File: config.mk
export PLATFORM = sky130hd
export DESIGN_NAME = apd_unit
export DESIGN_NICKNAME = d
export VERILOG_FILES = /design/src/common/apd_pkg.sv /design/src/rtl/apd_edge.sv /design/src/rtl/apd_sync.sv /design/src/rtl/apd_unit.sv
export SDC_FILE = /design/constraint.sdc
export NUM_CORES = 1
export LEC_CHECK = 0
export ABC_AREA = 0
export BUFFER_PORTS_ARGS = -buffer_cell sky130_fd_sc_hd__buf_2
export CAP_MARGIN = 20
export CORE_MARGIN = 2
export CORE_UTILIZATION = 53
export DETAILED_ROUTE_END_ITERATION = 16
export GPL_ROUTABILITY_DRIVEN = 0
export GPL_TIMING_DRIVEN = 0
export PLACE_DENSITY = 0.85
export RECOVER_POWER = 25
export SYNTH_ARGS = -nofsm -noshare
export SYNTH_HDL_FRONTEND = slang
export SYNTH_SLANG_ARGS = --single-unit
File: constraint.sdc
create_clock -name I_MCLK -period 5.3 [get_ports I_MCLK]
set_input_delay 1.06 -clock I_MCLK [delete_from_list [all_inputs] [get_ports I_MCLK]]
set_output_delay 1.06 -clock I_MCLK [all_outputs]
set_load 0.02 [all_outputs]
File: src/common/apd_pkg.sv
package apd_pkg;
	// Idle periods of the power-down clock before power-down is raised.
	localparam logic [3:0] APD_IDLE_LIMIT = 4'hF;
	// Field positions in the first power-mode register.
	localparam int PMR0_APD_EN_BIT = 1;
	localparam int PMR0_TURBO_OFF_BIT = 3;
	localparam int PMR0_ARRAY_CLK_OFF_BIT = 4;
	localparam int PMR0_MCELL_CLK_OFF_BIT = 5;
	// Field positions in the third power-mode register.
	localparam int PMR2_CNTL0_OFF_BIT = 2;
	localparam int PMR2_CNTL1_OFF_BIT = 3;
	localparam int PMR2_CNTL2_OFF_BIT = 4;
	localparam int PMR2_STROBE_OFF_BIT = 5;
	localparam int PMR2_DBE_OFF_BIT = 6;
	// Power-up value of both power-mode registers.
	localparam logic [7:0] PMR_RESET_VALUE = 8'h00;
	// Writable bits of each register; unused bits read as zero.
	localparam logic [7:0] PMR0_WR_MASK = 8'h3A;
	localparam logic [7:0] PMR2_WR_MASK = 8'h7C;
	// Reset value of a synchroniser stage.
	localparam logic [1:0] SYNC_RESET_VALUE = 2'h0;
	localparam logic [3:0] CNT_RESET_VALUE = 4'h0;
endpackage

File: src/rtl/apd_edge.sv
`timescale 1ns/10ps
// Detects any change of a synchronised level, one-cycle pulse.
module apd_edge (
	input wire logic i_clk,
	input wire logic i_rst_n,
	input wire logic i_level,
	output logic o_edge,
	output logic o_rise
);
	logic last_reg;
	logic last_next;

	// Remember last level.
	always_comb begin
		last_next = i_level;
	end

	// Register the previous level.
	always_ff @(posedge i_clk or negedge i_rst_n) begin
		if (!i_rst_n) begin
			last_reg <= 1'b0;
		end else begin
			last_reg <= last_next;
		end
	end

	assign o_edge = i_level ^ last_reg;
	assign o_rise = i_level & ~last_reg;
endmodule

File: src/rtl/apd_sync.sv
`timescale 1ns/10ps
// Two-flop synchroniser for one asynchronous level.
module apd_sync (
	input wire logic i_clk,
	input wire logic i_rst_n,
	input wire logic i_async,
	output logic o_sync
);
	logic [1:0] stage_reg;
	logic [1:0] stage_next;

	// Shift the pin level through two stages.
	always_comb begin
		stage_next = {stage_reg[0], i_async};
	end

	// Register the stages; only the second stage is read outside.
	always_ff @(posedge i_clk or negedge i_rst_n) begin
		if (!i_rst_n) begin
			stage_reg <= apd_pkg::SYNC_RESET_VALUE;
		end else begin
			stage_reg <= stage_next;
		end
	end

	assign o_sync = stage_reg[1];
endmodule

File: src/rtl/apd_unit.sv
`timescale 1ns/10ps
// Operation
// - Enabled unit counts idle periods, four-bit counter.
// - Fifteen idle periods raise power-down flag.
// - Enable permits entering power-down only while select is high and reset is low.
// - Strobe pulsing again ends power-down.
// - Select low or reset high ends power-down.
// - Power-down blocks bus from memories, logic.
// - Power-down deselects all memories into standby.
// - Logic arrays stay active; data and peripheral port drivers turn off.
// - Port pins hold, undefined, or tri-state.
// - Clock blocking never stops the idle counter.
// - Power-down clock feeds macrocells and counter.
// - Blocking bits stop signals reaching logic arrays.
// - Turbo bit set turns turbo off.
// - Select high disables flash, static memory, decode.
// - Select deselect never blocks signals or logic.
// - Memories wake on input change, then standby.
// - Changing unblocked inputs keep logic awake.
// - Count only when enabled and strobe idle-level.
// - Power-down enable is bit one, register zero.
// - Turbo control is bit three, register zero.
// - Power-mode registers clear only at power-up.
module apd_unit (
	input wire logic I_MCLK,
	input wire logic I_RST_N,
	input wire logic i_POWER_UP,
	input wire logic i_DEVICE_RESET,
	input wire logic i_STROBE_PIN,
	input wire logic i_CLOCK_PIN,
	input wire logic i_SELECT_PIN,
	input wire logic i_STROBE_IDLE_POL,
	input wire logic i_PMR0_WE,
	input wire logic i_PMR2_WE,
	input wire logic [7:0] i_PMR_WDATA,
	input wire logic [3:0] i_CNTL_IN,
	input wire logic i_DBE_IN,
	input wire logic [7:0] i_BUS_ADDR,
	input wire logic [7:0] i_BUS_DATA,
	output logic [7:0] o_PMR0,
	output logic [7:0] o_PMR2,
	output logic o_POWER_DOWN_FLAG,
	output logic [3:0] o_IDLE_COUNT,
	output logic [7:0] o_MEM_ADDR,
	output logic [7:0] o_MEM_DATA,
	output logic o_FLASH_SEL_EN,
	output logic o_SRAM_SEL_EN,
	output logic o_IO_REG_SEL_EN,
	output logic o_MEM_WAKE,
	output logic [7:0] o_LOGIC_ADDR,
	output logic [7:0] o_LOGIC_DATA,
	output logic [2:0] o_LOGIC_CNTL,
	output logic o_LOGIC_STROBE,
	output logic o_LOGIC_DBE,
	output logic o_ARRAY_CLK,
	output logic o_MCELL_CLK,
	output logic o_TURBO_ON,
	output logic o_LOGIC_ACTIVE,
	output logic o_HOLD_IO_PINS,
	output logic o_ADDR_OUT_UNDEF,
	output logic o_DATA_PORT_OE,
	output logic o_PERIPH_OE
);
	logic strobe_s;
	logic clock_s;
	logic select_s;
	logic strobe_edge;
	logic clock_rise;
	logic clock_edge;
	logic dev_rst_s;

	// Bring the four pins into the clock domain before any logic reads them.
	apd_sync u_sync_strobe (
		.i_clk(I_MCLK),
		.i_rst_n(I_RST_N),
		.i_async(i_STROBE_PIN),
		.o_sync(strobe_s)
	);
	apd_sync u_sync_clock (
		.i_clk(I_MCLK),
		.i_rst_n(I_RST_N),
		.i_async(i_CLOCK_PIN),
		.o_sync(clock_s)
	);
	apd_sync u_sync_select (
		.i_clk(I_MCLK),
		.i_rst_n(I_RST_N),
		.i_async(i_SELECT_PIN),
		.o_sync(select_s)
	);
	apd_sync u_sync_reset (
		.i_clk(I_MCLK),
		.i_rst_n(I_RST_N),
		.i_async(i_DEVICE_RESET),
		.o_sync(dev_rst_s)
	);

	// Strobe activity and power-down clock periods as pulses.
	apd_edge u_edge_strobe (
		.i_clk(I_MCLK),
		.i_rst_n(I_RST_N),
		.i_level(strobe_s),
		.o_edge(strobe_edge),
		.o_rise()
	);
	apd_edge u_edge_clock (
		.i_clk(I_MCLK),
		.i_rst_n(I_RST_N),
		.i_level(clock_s),
		.o_edge(clock_edge),
		.o_rise(clock_rise)
	);

	// Power-mode registers.
	logic [7:0] pmr0_reg;
	logic [7:0] pmr0_next;
	logic [7:0] pmr2_reg;
	logic [7:0] pmr2_next;

	// Writes land only in defined bits; device reset leaves them alone.
	always_comb begin
		pmr0_next = pmr0_reg;
		pmr2_next = pmr2_reg;
		if (i_PMR0_WE) begin
			pmr0_next = i_PMR_WDATA & apd_pkg::PMR0_WR_MASK;
		end
		if (i_PMR2_WE) begin
			pmr2_next = i_PMR_WDATA & apd_pkg::PMR2_WR_MASK;
		end
		// A power-up event outranks a write in the same cycle.
		if (i_POWER_UP) begin
			pmr0_next = apd_pkg::PMR_RESET_VALUE;
			pmr2_next = apd_pkg::PMR_RESET_VALUE;
		end
	end

	// Cleared only by the power-up reset.
	always_ff @(posedge I_MCLK or negedge I_RST_N) begin
		if (!I_RST_N) begin
			pmr0_reg <= apd_pkg::PMR_RESET_VALUE;
			pmr2_reg <= apd_pkg::PMR_RESET_VALUE;
		end else begin
			pmr0_reg <= pmr0_next;
			pmr2_reg <= pmr2_next;
		end
	end

	logic apd_en;
	logic strobe_idle;
	assign apd_en = pmr0_reg[apd_pkg::PMR0_APD_EN_BIT];
	assign strobe_idle = (strobe_s == i_STROBE_IDLE_POL) && !strobe_edge;

	// Idle counter and power-down state.
	logic [3:0] cnt_reg;
	logic [3:0] cnt_next;
	logic pwrdn_reg;
	logic pwrdn_next;

	// Count clock periods while idle; toggles clear; wake sources exit.
	always_comb begin
		cnt_next = cnt_reg;
		pwrdn_next = pwrdn_reg;
		if (!apd_en || !strobe_idle) begin
			cnt_next = apd_pkg::CNT_RESET_VALUE;
		end else if (clock_rise && cnt_reg != apd_pkg::APD_IDLE_LIMIT) begin
			cnt_next = cnt_reg + 4'h1;
		end
		if (apd_en && cnt_reg == apd_pkg::APD_IDLE_LIMIT) begin
			pwrdn_next = 1'b1;
		end
		if (strobe_edge || !select_s || dev_rst_s || !apd_en) begin
			pwrdn_next = 1'b0;
			if (strobe_edge) begin
				cnt_next = apd_pkg::CNT_RESET_VALUE;
			end
		end
	end

	// Register counter and flag.
	always_ff @(posedge I_MCLK or negedge I_RST_N) begin
		if (!I_RST_N) begin
			cnt_reg <= apd_pkg::CNT_RESET_VALUE;
			pwrdn_reg <= 1'b0;
		end else begin
			cnt_reg <= cnt_next;
			pwrdn_reg <= pwrdn_next;
		end
	end

	// Memory and logic-array side outputs, all registered.
	logic [7:0] maddr_reg;
	logic [7:0] mdata_reg;
	logic [7:0] laddr_reg;
	logic [7:0] ldata_reg;
	logic [2:0] lcntl_reg;
	logic lstb_reg;
	logic ldbe_reg;
	logic aclk_reg;
	logic mclk_reg;
	logic fsel_reg;
	logic ssel_reg;
	logic iosel_reg;
	logic wake_reg;
	logic lact_reg;
	logic [7:0] maddr_next;
	logic [7:0] mdata_next;
	logic [7:0] laddr_next;
	logic [7:0] ldata_next;
	logic [2:0] lcntl_next;
	logic lstb_next;
	logic ldbe_next;
	logic aclk_next;
	logic mclk_next;
	logic fsel_next;
	logic ssel_next;
	logic iosel_next;
	logic wake_next;
	logic lact_next;
	logic oe_reg;
	logic oe_next;
	logic turbo_reg;
	logic turbo_next;
	logic pd_now;
	assign pd_now = pwrdn_next;

	// Gate the bus and control inputs by power-down and blocking bits.
	always_comb begin
		maddr_next = maddr_reg;
		mdata_next = mdata_reg;
		laddr_next = laddr_reg;
		ldata_next = ldata_reg;
		if (!pd_now) begin
			maddr_next = i_BUS_ADDR;
			mdata_next = i_BUS_DATA;
			laddr_next = i_BUS_ADDR;
			ldata_next = i_BUS_DATA;
		end
		// Memories wake only when a passed input changes.
		wake_next = (maddr_next != maddr_reg) || (mdata_next != mdata_reg);
		lcntl_next[0] = i_CNTL_IN[0] & ~pmr2_reg[apd_pkg::PMR2_CNTL0_OFF_BIT];
		lcntl_next[1] = i_CNTL_IN[1] & ~pmr2_reg[apd_pkg::PMR2_CNTL1_OFF_BIT];
		lcntl_next[2] = i_CNTL_IN[2] & ~pmr2_reg[apd_pkg::PMR2_CNTL2_OFF_BIT];
		lstb_next = strobe_s & ~pmr2_reg[apd_pkg::PMR2_STROBE_OFF_BIT];
		ldbe_next = i_DBE_IN & ~pmr2_reg[apd_pkg::PMR2_DBE_OFF_BIT];
		aclk_next = clock_s & ~pmr0_reg[apd_pkg::PMR0_ARRAY_CLK_OFF_BIT];
		mclk_next = clock_s & ~pmr0_reg[apd_pkg::PMR0_MCELL_CLK_OFF_BIT];
		// Select and power-down deselect memories, not logic.
		fsel_next = select_s == 1'b0 && !pd_now;
		ssel_next = select_s == 1'b0 && !pd_now;
		iosel_next = select_s == 1'b0 && !pd_now;
		// Logic stays up with turbo or any changing unblocked input.
		lact_next = !pmr0_reg[apd_pkg::PMR0_TURBO_OFF_BIT]
			|| (lcntl_next != lcntl_reg)
			|| (lstb_next != lstb_reg) || (ldbe_next != ldbe_reg)
			|| (laddr_next != laddr_reg) || (ldata_next != ldata_reg)
			|| (aclk_next != aclk_reg && clock_edge);
		// Port drivers and turbo status leave the block from flip-flops.
		oe_next = !pd_now;
		turbo_next = !pmr0_next[apd_pkg::PMR0_TURBO_OFF_BIT];
	end

	// Register the gated signals.
	always_ff @(posedge I_MCLK or negedge I_RST_N) begin
		if (!I_RST_N) begin
			maddr_reg <= 8'h00;
			mdata_reg <= 8'h00;
			laddr_reg <= 8'h00;
			ldata_reg <= 8'h00;
			lcntl_reg <= 3'h0;
			lstb_reg <= 1'b0;
			ldbe_reg <= 1'b0;
			aclk_reg <= 1'b0;
			mclk_reg <= 1'b0;
			fsel_reg <= 1'b0;
			ssel_reg <= 1'b0;
			iosel_reg <= 1'b0;
			wake_reg <= 1'b0;
			lact_reg <= 1'b1;
			oe_reg <= 1'b1;
			turbo_reg <= 1'b1;
		end else begin
			maddr_reg <= maddr_next;
			mdata_reg <= mdata_next;
			laddr_reg <= laddr_next;
			ldata_reg <= ldata_next;
			lcntl_reg <= lcntl_next;
			lstb_reg <= lstb_next;
			ldbe_reg <= ldbe_next;
			aclk_reg <= aclk_next;
			mclk_reg <= mclk_next;
			fsel_reg <= fsel_next;
			ssel_reg <= ssel_next;
			iosel_reg <= iosel_next;
			wake_reg <= wake_next;
			lact_reg <= lact_next;
			oe_reg <= oe_next;
			turbo_reg <= turbo_next;
		end
	end

	// Port pin behaviour follows the flag.
	assign o_HOLD_IO_PINS = pwrdn_reg;
	assign o_ADDR_OUT_UNDEF = pwrdn_reg;
	assign o_DATA_PORT_OE = oe_reg;
	assign o_PERIPH_OE = oe_reg;

	assign o_PMR0 = pmr0_reg;
	assign o_PMR2 = pmr2_reg;
	assign o_POWER_DOWN_FLAG = pwrdn_reg;
	assign o_IDLE_COUNT = cnt_reg;
	assign o_MEM_ADDR = maddr_reg;
	assign o_MEM_DATA = mdata_reg;
	assign o_FLASH_SEL_EN = fsel_reg;
	assign o_SRAM_SEL_EN = ssel_reg;
	assign o_IO_REG_SEL_EN = iosel_reg;
	assign o_MEM_WAKE = wake_reg;
	assign o_LOGIC_ADDR = laddr_reg;
	assign o_LOGIC_DATA = ldata_reg;
	assign o_LOGIC_CNTL = lcntl_reg;
	assign o_LOGIC_STROBE = lstb_reg;
	assign o_LOGIC_DBE = ldbe_reg;
	assign o_ARRAY_CLK = aclk_reg;
	assign o_MCELL_CLK = mclk_reg;
	assign o_TURBO_ON = turbo_reg;
	assign o_LOGIC_ACTIVE = lact_reg;
endmodule

======== Yosys cells after proc, flatten, opt, wreduce, memory -nomap -nowiden ========
Index checks and enable logic that the tools add are counted.
storage, ports and cells
  register bits after elaboration ......... 75
  output and inout bits ................... 70
cells by class
  $add $sub $neg .......................... 1
  eq/ne operators ......................... 11
  multiplexer cells ....................... 14
  bitwise gates (word level) .............. 19
  reduce and logical (&&, ||, !) cells .... 25
operator list
  kind                                                           count
  8-bit two-way mux                                              8
  8-bit != test                                                  4
  4-bit two-way mux                                              4
  1-bit logical OR                                               11
  1-bit inverter                                                 9
  1-bit AND                                                      8
  1-bit logical NOT                                              7
  1-bit logical AND                                              5
  4-bit by 1-bit adder with 4-bit output, second input constant  1
  4-bit == test, second input constant                           1
  4-bit != test, second input constant                           1
  2-bit nonzero test                                             2
  1-bit != test                                                  3
  3-bit != test                                                  1
  1-bit two-way mux                                              2
  1-bit bitwise XOR                                              2
  1-bit == test                                                  1

======== Depth between registers and ports, before layout ========
  depth in word-level cells ............... 10
  depth in mapped cells ................... 5
  gate-level depth less buffers ........... 5

======== Modules after synthesis ========
Synthesis repeated with hierarchy kept, for this count alone.
second synthesis, totals
  cells, all modules ...................... 275
  area, all modules ....................... 2936.6 sq um
modules (own cells, without submodules)
  module    instances  cells an instance  area each (sq um)  sequential area each (sq um)
  apd_unit  1          259                2646.3             1455.1
  apd_sync  4          2                  50.0               50.0
  apd_edge  2          4                  45.0               25.0

======== Least setup slack after synthesis ========
No wires, ideal clock.
  path type ............................... flip-flop to flip-flop
  from .................................... register cnt_reg[0], in the netlist o_IDLE_COUNT[0]
  to ...................................... register laddr_reg[6], in the netlist o_LOGIC_ADDR[6]
  library setup time ...................... 0.125 ns
  arrival ................................. 1.715 ns
  setup slack ............................. 3.461 ns
  stages on the path, launching flop included .. 6
  path buffers ............................ 1
  period minus slack after synthesis ...... 1.839 ns
  cell sequence ........................... dfrtp_1 ha_1 nand3_1 a21oi_4 buf_8 mux2_2
between the ends
  longest elaborated chain between the ends .. 5
RTL lines
  item                     RTL line         RTL
  start, declared          apd_unit.sv:154  logic [3:0] cnt_reg;
  start signal, assigned   apd_unit.sv:182  cnt_reg <= apd_pkg::CNT_RESET_VALUE;
  start signal, assigned   apd_unit.sv:185  cnt_reg <= cnt_next;
  4-bit == test            apd_unit.sv:168  if (apd_en && cnt_reg == apd_pkg::APD_IDLE_LIMIT) begin
  1-bit logical AND        apd_unit.sv:168
  1-bit two-way mux        apd_unit.sv:168
  1-bit two-way mux        apd_unit.sv:171  if (strobe_edge || !select_s || dev_rst_s || !apd_en) begin
  8-bit two-way mux        apd_unit.sv:232  if (!pd_now) begin
  named net laddr_next[6]  apd_unit.sv:207  logic [7:0] laddr_next;
  end signal, assigned     apd_unit.sv:284  laddr_reg <= laddr_next;
  end, declared            apd_unit.sv:193  logic [7:0] laddr_reg;
The timed path passes the listed nets, and every way through them passes these cells.
A chain may end at the register's enable or synchronous reset.

======== Worst setup path after layout ========
  from .................................... register oe_reg, in the netlist o_DATA_PORT_OE
  to ...................................... output o_PERIPH_OE
RTL lines
  item                    RTL line         RTL
  start, declared         apd_unit.sv:219  logic oe_reg;
  start signal, assigned  apd_unit.sv:296  oe_reg <= oe_next;
  end, declared           apd_unit.sv:62   output logic o_PERIPH_OE
No word-level cell between the ends.

==> impl_metrics.env <==
export IMPL_hold_viol_final=0
export IMPL_clk_insertion_delay_late_ns=0.32
export IMPL_grt_overflow=0
export IMPL_synthCells=223
export IMPL_syn_to_final_growth_pct=25.3
export IMPL_cts_tree="done"
export IMPL_dieArea_sq_um=6240
export IMPL_worstPathMaxFanout=2
export IMPL_initial_utilization_pct=54.4
export IMPL_leakage_uw=0.00178
export IMPL_drive_above_1_share_pct=46.2
export IMPL_synth_most_common_cell="dfrtp_1"
export IMPL_dp_slack_ns=3.12
export IMPL_antenna_found_initial=0
export IMPL_vias=1985
export IMPL_avgSynthCellArea_sq_um=13.4
export IMPL_avgViaCountPerCell=4.82
export IMPL_synth_top_cell_area_share_pct=54.6
export IMPL_synth_edff_count=0
export IMPL_die_w_um=79.0
export IMPL_worstSetupPathType="reg -> out"
export IMPL_n_antenna_cell=0
export IMPL_cts_resized=0
export IMPL_drc=0
export IMPL_root_buffer="clkbuf_8"
export IMPL_clockBufferDepth=2
export IMPL_firstDrtPassIters=4
export IMPL_clkSinkCount=68
export IMPL_antenna_left=0
export IMPL_tightestPinTransition_ns=0.822
export IMPL_cts_made_buffers=9
export IMPL_grt_pass1_vias=2006
export IMPL_holdCritPathClass="reg -> reg"
export IMPL_grt_usage_pct=20.2
export IMPL_ir_worst_vdd_mv=0.178
export IMPL_rsz0062_at_grt="false"
export IMPL_wl_um=5900
export IMPL_required_ns=4.24
export IMPL_fin_hold_ws_ns=0.348
export IMPL_slew_headroom_pct=45.2
export IMPL_synthTopCellsByCount="dfrtp_1 (65), xnor2_1 (35), mux2_2 (30)"
export IMPL_final_cells=412
export IMPL_num_rows=27
export IMPL_first_iter_violations=75
export IMPL_end_kind="output port"
export IMPL_ys_flop_type="dfrtp_1"
export IMPL_ys_ff_latch=68
export IMPL_ctsHoldBuffers=0
export IMPL_fin_ws_ns=3.17
export IMPL_skew_ns=0.00660
export IMPL_postCtsSetupBuffers=0
export IMPL_core_sq_um=5470
export IMPL_yosysSeqAreaShare_pct=57.2
export IMPL_htree_levels=3
export IMPL_die_h_um=79.0
export IMPL_synth_area_top_cells="dfrtp_1 (55%), mux2_2 (11%), xnor2_1 (10%), mux2i_1 (3.0%), buf_4 (3.0%)"
export IMPL_syn_area_sq_um=2980
export IMPL_wl_per_cell_um=14.3
export IMPL_io_pins=109
export IMPL_dp_hpwl_um=4470
export IMPL_min_period_ns=2.13
export IMPL_synth_cell_types=28
export IMPL_clkTransAtPathRegs_ns=0.06
export IMPL_critPathLaunchType="flop"
export IMPL_ys_warn_count=0
export IMPL_grt_max_degree=69
export IMPL_cp_arrival_ns=1.07
export IMPL_post_place_cells=396
export IMPL_grt_pass1_wl_um=9560
export IMPL_setup_viol=0
export IMPL_fmax_mhz=468
export IMPL_drv_cap=0
export IMPL_run_status="finished, final reports clean"
export IMPL_async_flop_share_pct=100
export IMPL_io_buffers=95
export IMPL_slew_viol_final=0
export IMPL_powerDensity_nw_per_um2=286
export IMPL_min_period_over_period_pct=40.3
export IMPL_yosysTopAreaCell="dfrtp_1"
export IMPL_nets=376
export IMPL_setup_tns_ns=0
-- report_power, final --
| group | internal (uW) | switching (uW) |
|---|---|---|
| sequential | 544 | 19.0 |
| combinational | 64.3 | 86.0 |
| clock | 182 | 172 |
-- through the flow --
stage | total power [uW] | util, % | instance area (sq um)
6_report | 1070 | 68.2 | 3730
5_1_grt | 1120 | 68.2 | 3730
4_1_cts | 1080 | 68.2 | 3730
3_5_place_dp | 725 | 65.2 | 3570
3_3_place_gp | 720 | 65.2 | 3570
2_1_floorplan | 661 | - | 3000
-- critical path, stage by stage, from the launching register on --
cell and delay (ns):
dfstp_2 0.52, buf_4 0.09, buf_2 0.15
-- layout make-up --
class | count | area, sq um
sequential | 68 | 1710
fill | 446 | 1740
tap | 72 | 90.1
multi-input combinational | 138 | 1130
clock inverter | 2 | 10.0
inverter | 5 | 18.8
buffer | 18 | 146
clock buffer | 14 | 153
timing repair buffer | 95 | 478
-- final timing paths --
kind                                      startpoint                        end  slack, ns  cells after the start
min reg2reg                u_sync_reset.stage_reg[0]  u_sync_reset.stage_reg[1]       0.35                      0
max reg2reg                          o_IDLE_COUNT[0]            o_LOGIC_DATA[4]       3.33                      5
min in group asynchronous                    I_RST_N                  o_PMR2[2]       0.82                      1
max in group asynchronous                    I_RST_N              o_MEM_ADDR[4]       3.93                      1
max                                   o_DATA_PORT_OE                o_PERIPH_OE       3.17                      2
min                        u_sync_reset.stage_reg[0]  u_sync_reset.stage_reg[1]       0.35                      0
-- routing by layer --
metal / vias to the layer above / wire, um / GRT usage [%]
met5: - / 0 / 0
met4: 0 / 73 / 8.28
met3: 6 / 253 / 3.52
met2: 54 / 3020 / 33.1
met1: 967 / 2550 / 26.9
li1: 958 / - / -
-- kinds of logic after synthesis --
group,after synthesis,synth area share (%)
and+or+nand+nor,41,7.31
other,1,0.126
DFF,68,57.2
AOI/OAI and AO/OA,5,1.47
muxes,41,15.1
adders and majority gates,2,0.840
buffers and inverters,23,5.54
xor gates and xnor gates,42,12.3
-- cell usage in the layout (no fill, tap or decap), types with 2 or more instances in the layout --
master / Yosys / final
nor2b_1: 7 / 7
buf_4: 12 / 13
conb_1: 1 / 7
nand2_1: 2 / 2
nor4_1: 3 / 3
nor2_1: 12 / 12
nand3_1: 4 / 4
xnor2_1: 35 / 35
clkbuf_8: 0 / 10
ha_1: 2 / 2
mux2i_1: 9 / 9
mux2_1: 2 / 2
xor2_1: 7 / 7
buf_8: 3 / 3
inv_1: 5 / 5
clkinv_2: 0 / 2
dfstp_2: 3 / 3
dfrtp_1: 65 / 65
clkbuf_1: 3 / 7
buf_2: 0 / 94
mux2_2: 30 / 30
nand4_1: 8 / 8
and3_1: 2 / 2
No activity file was read; power rests on OpenSTA's default activity.
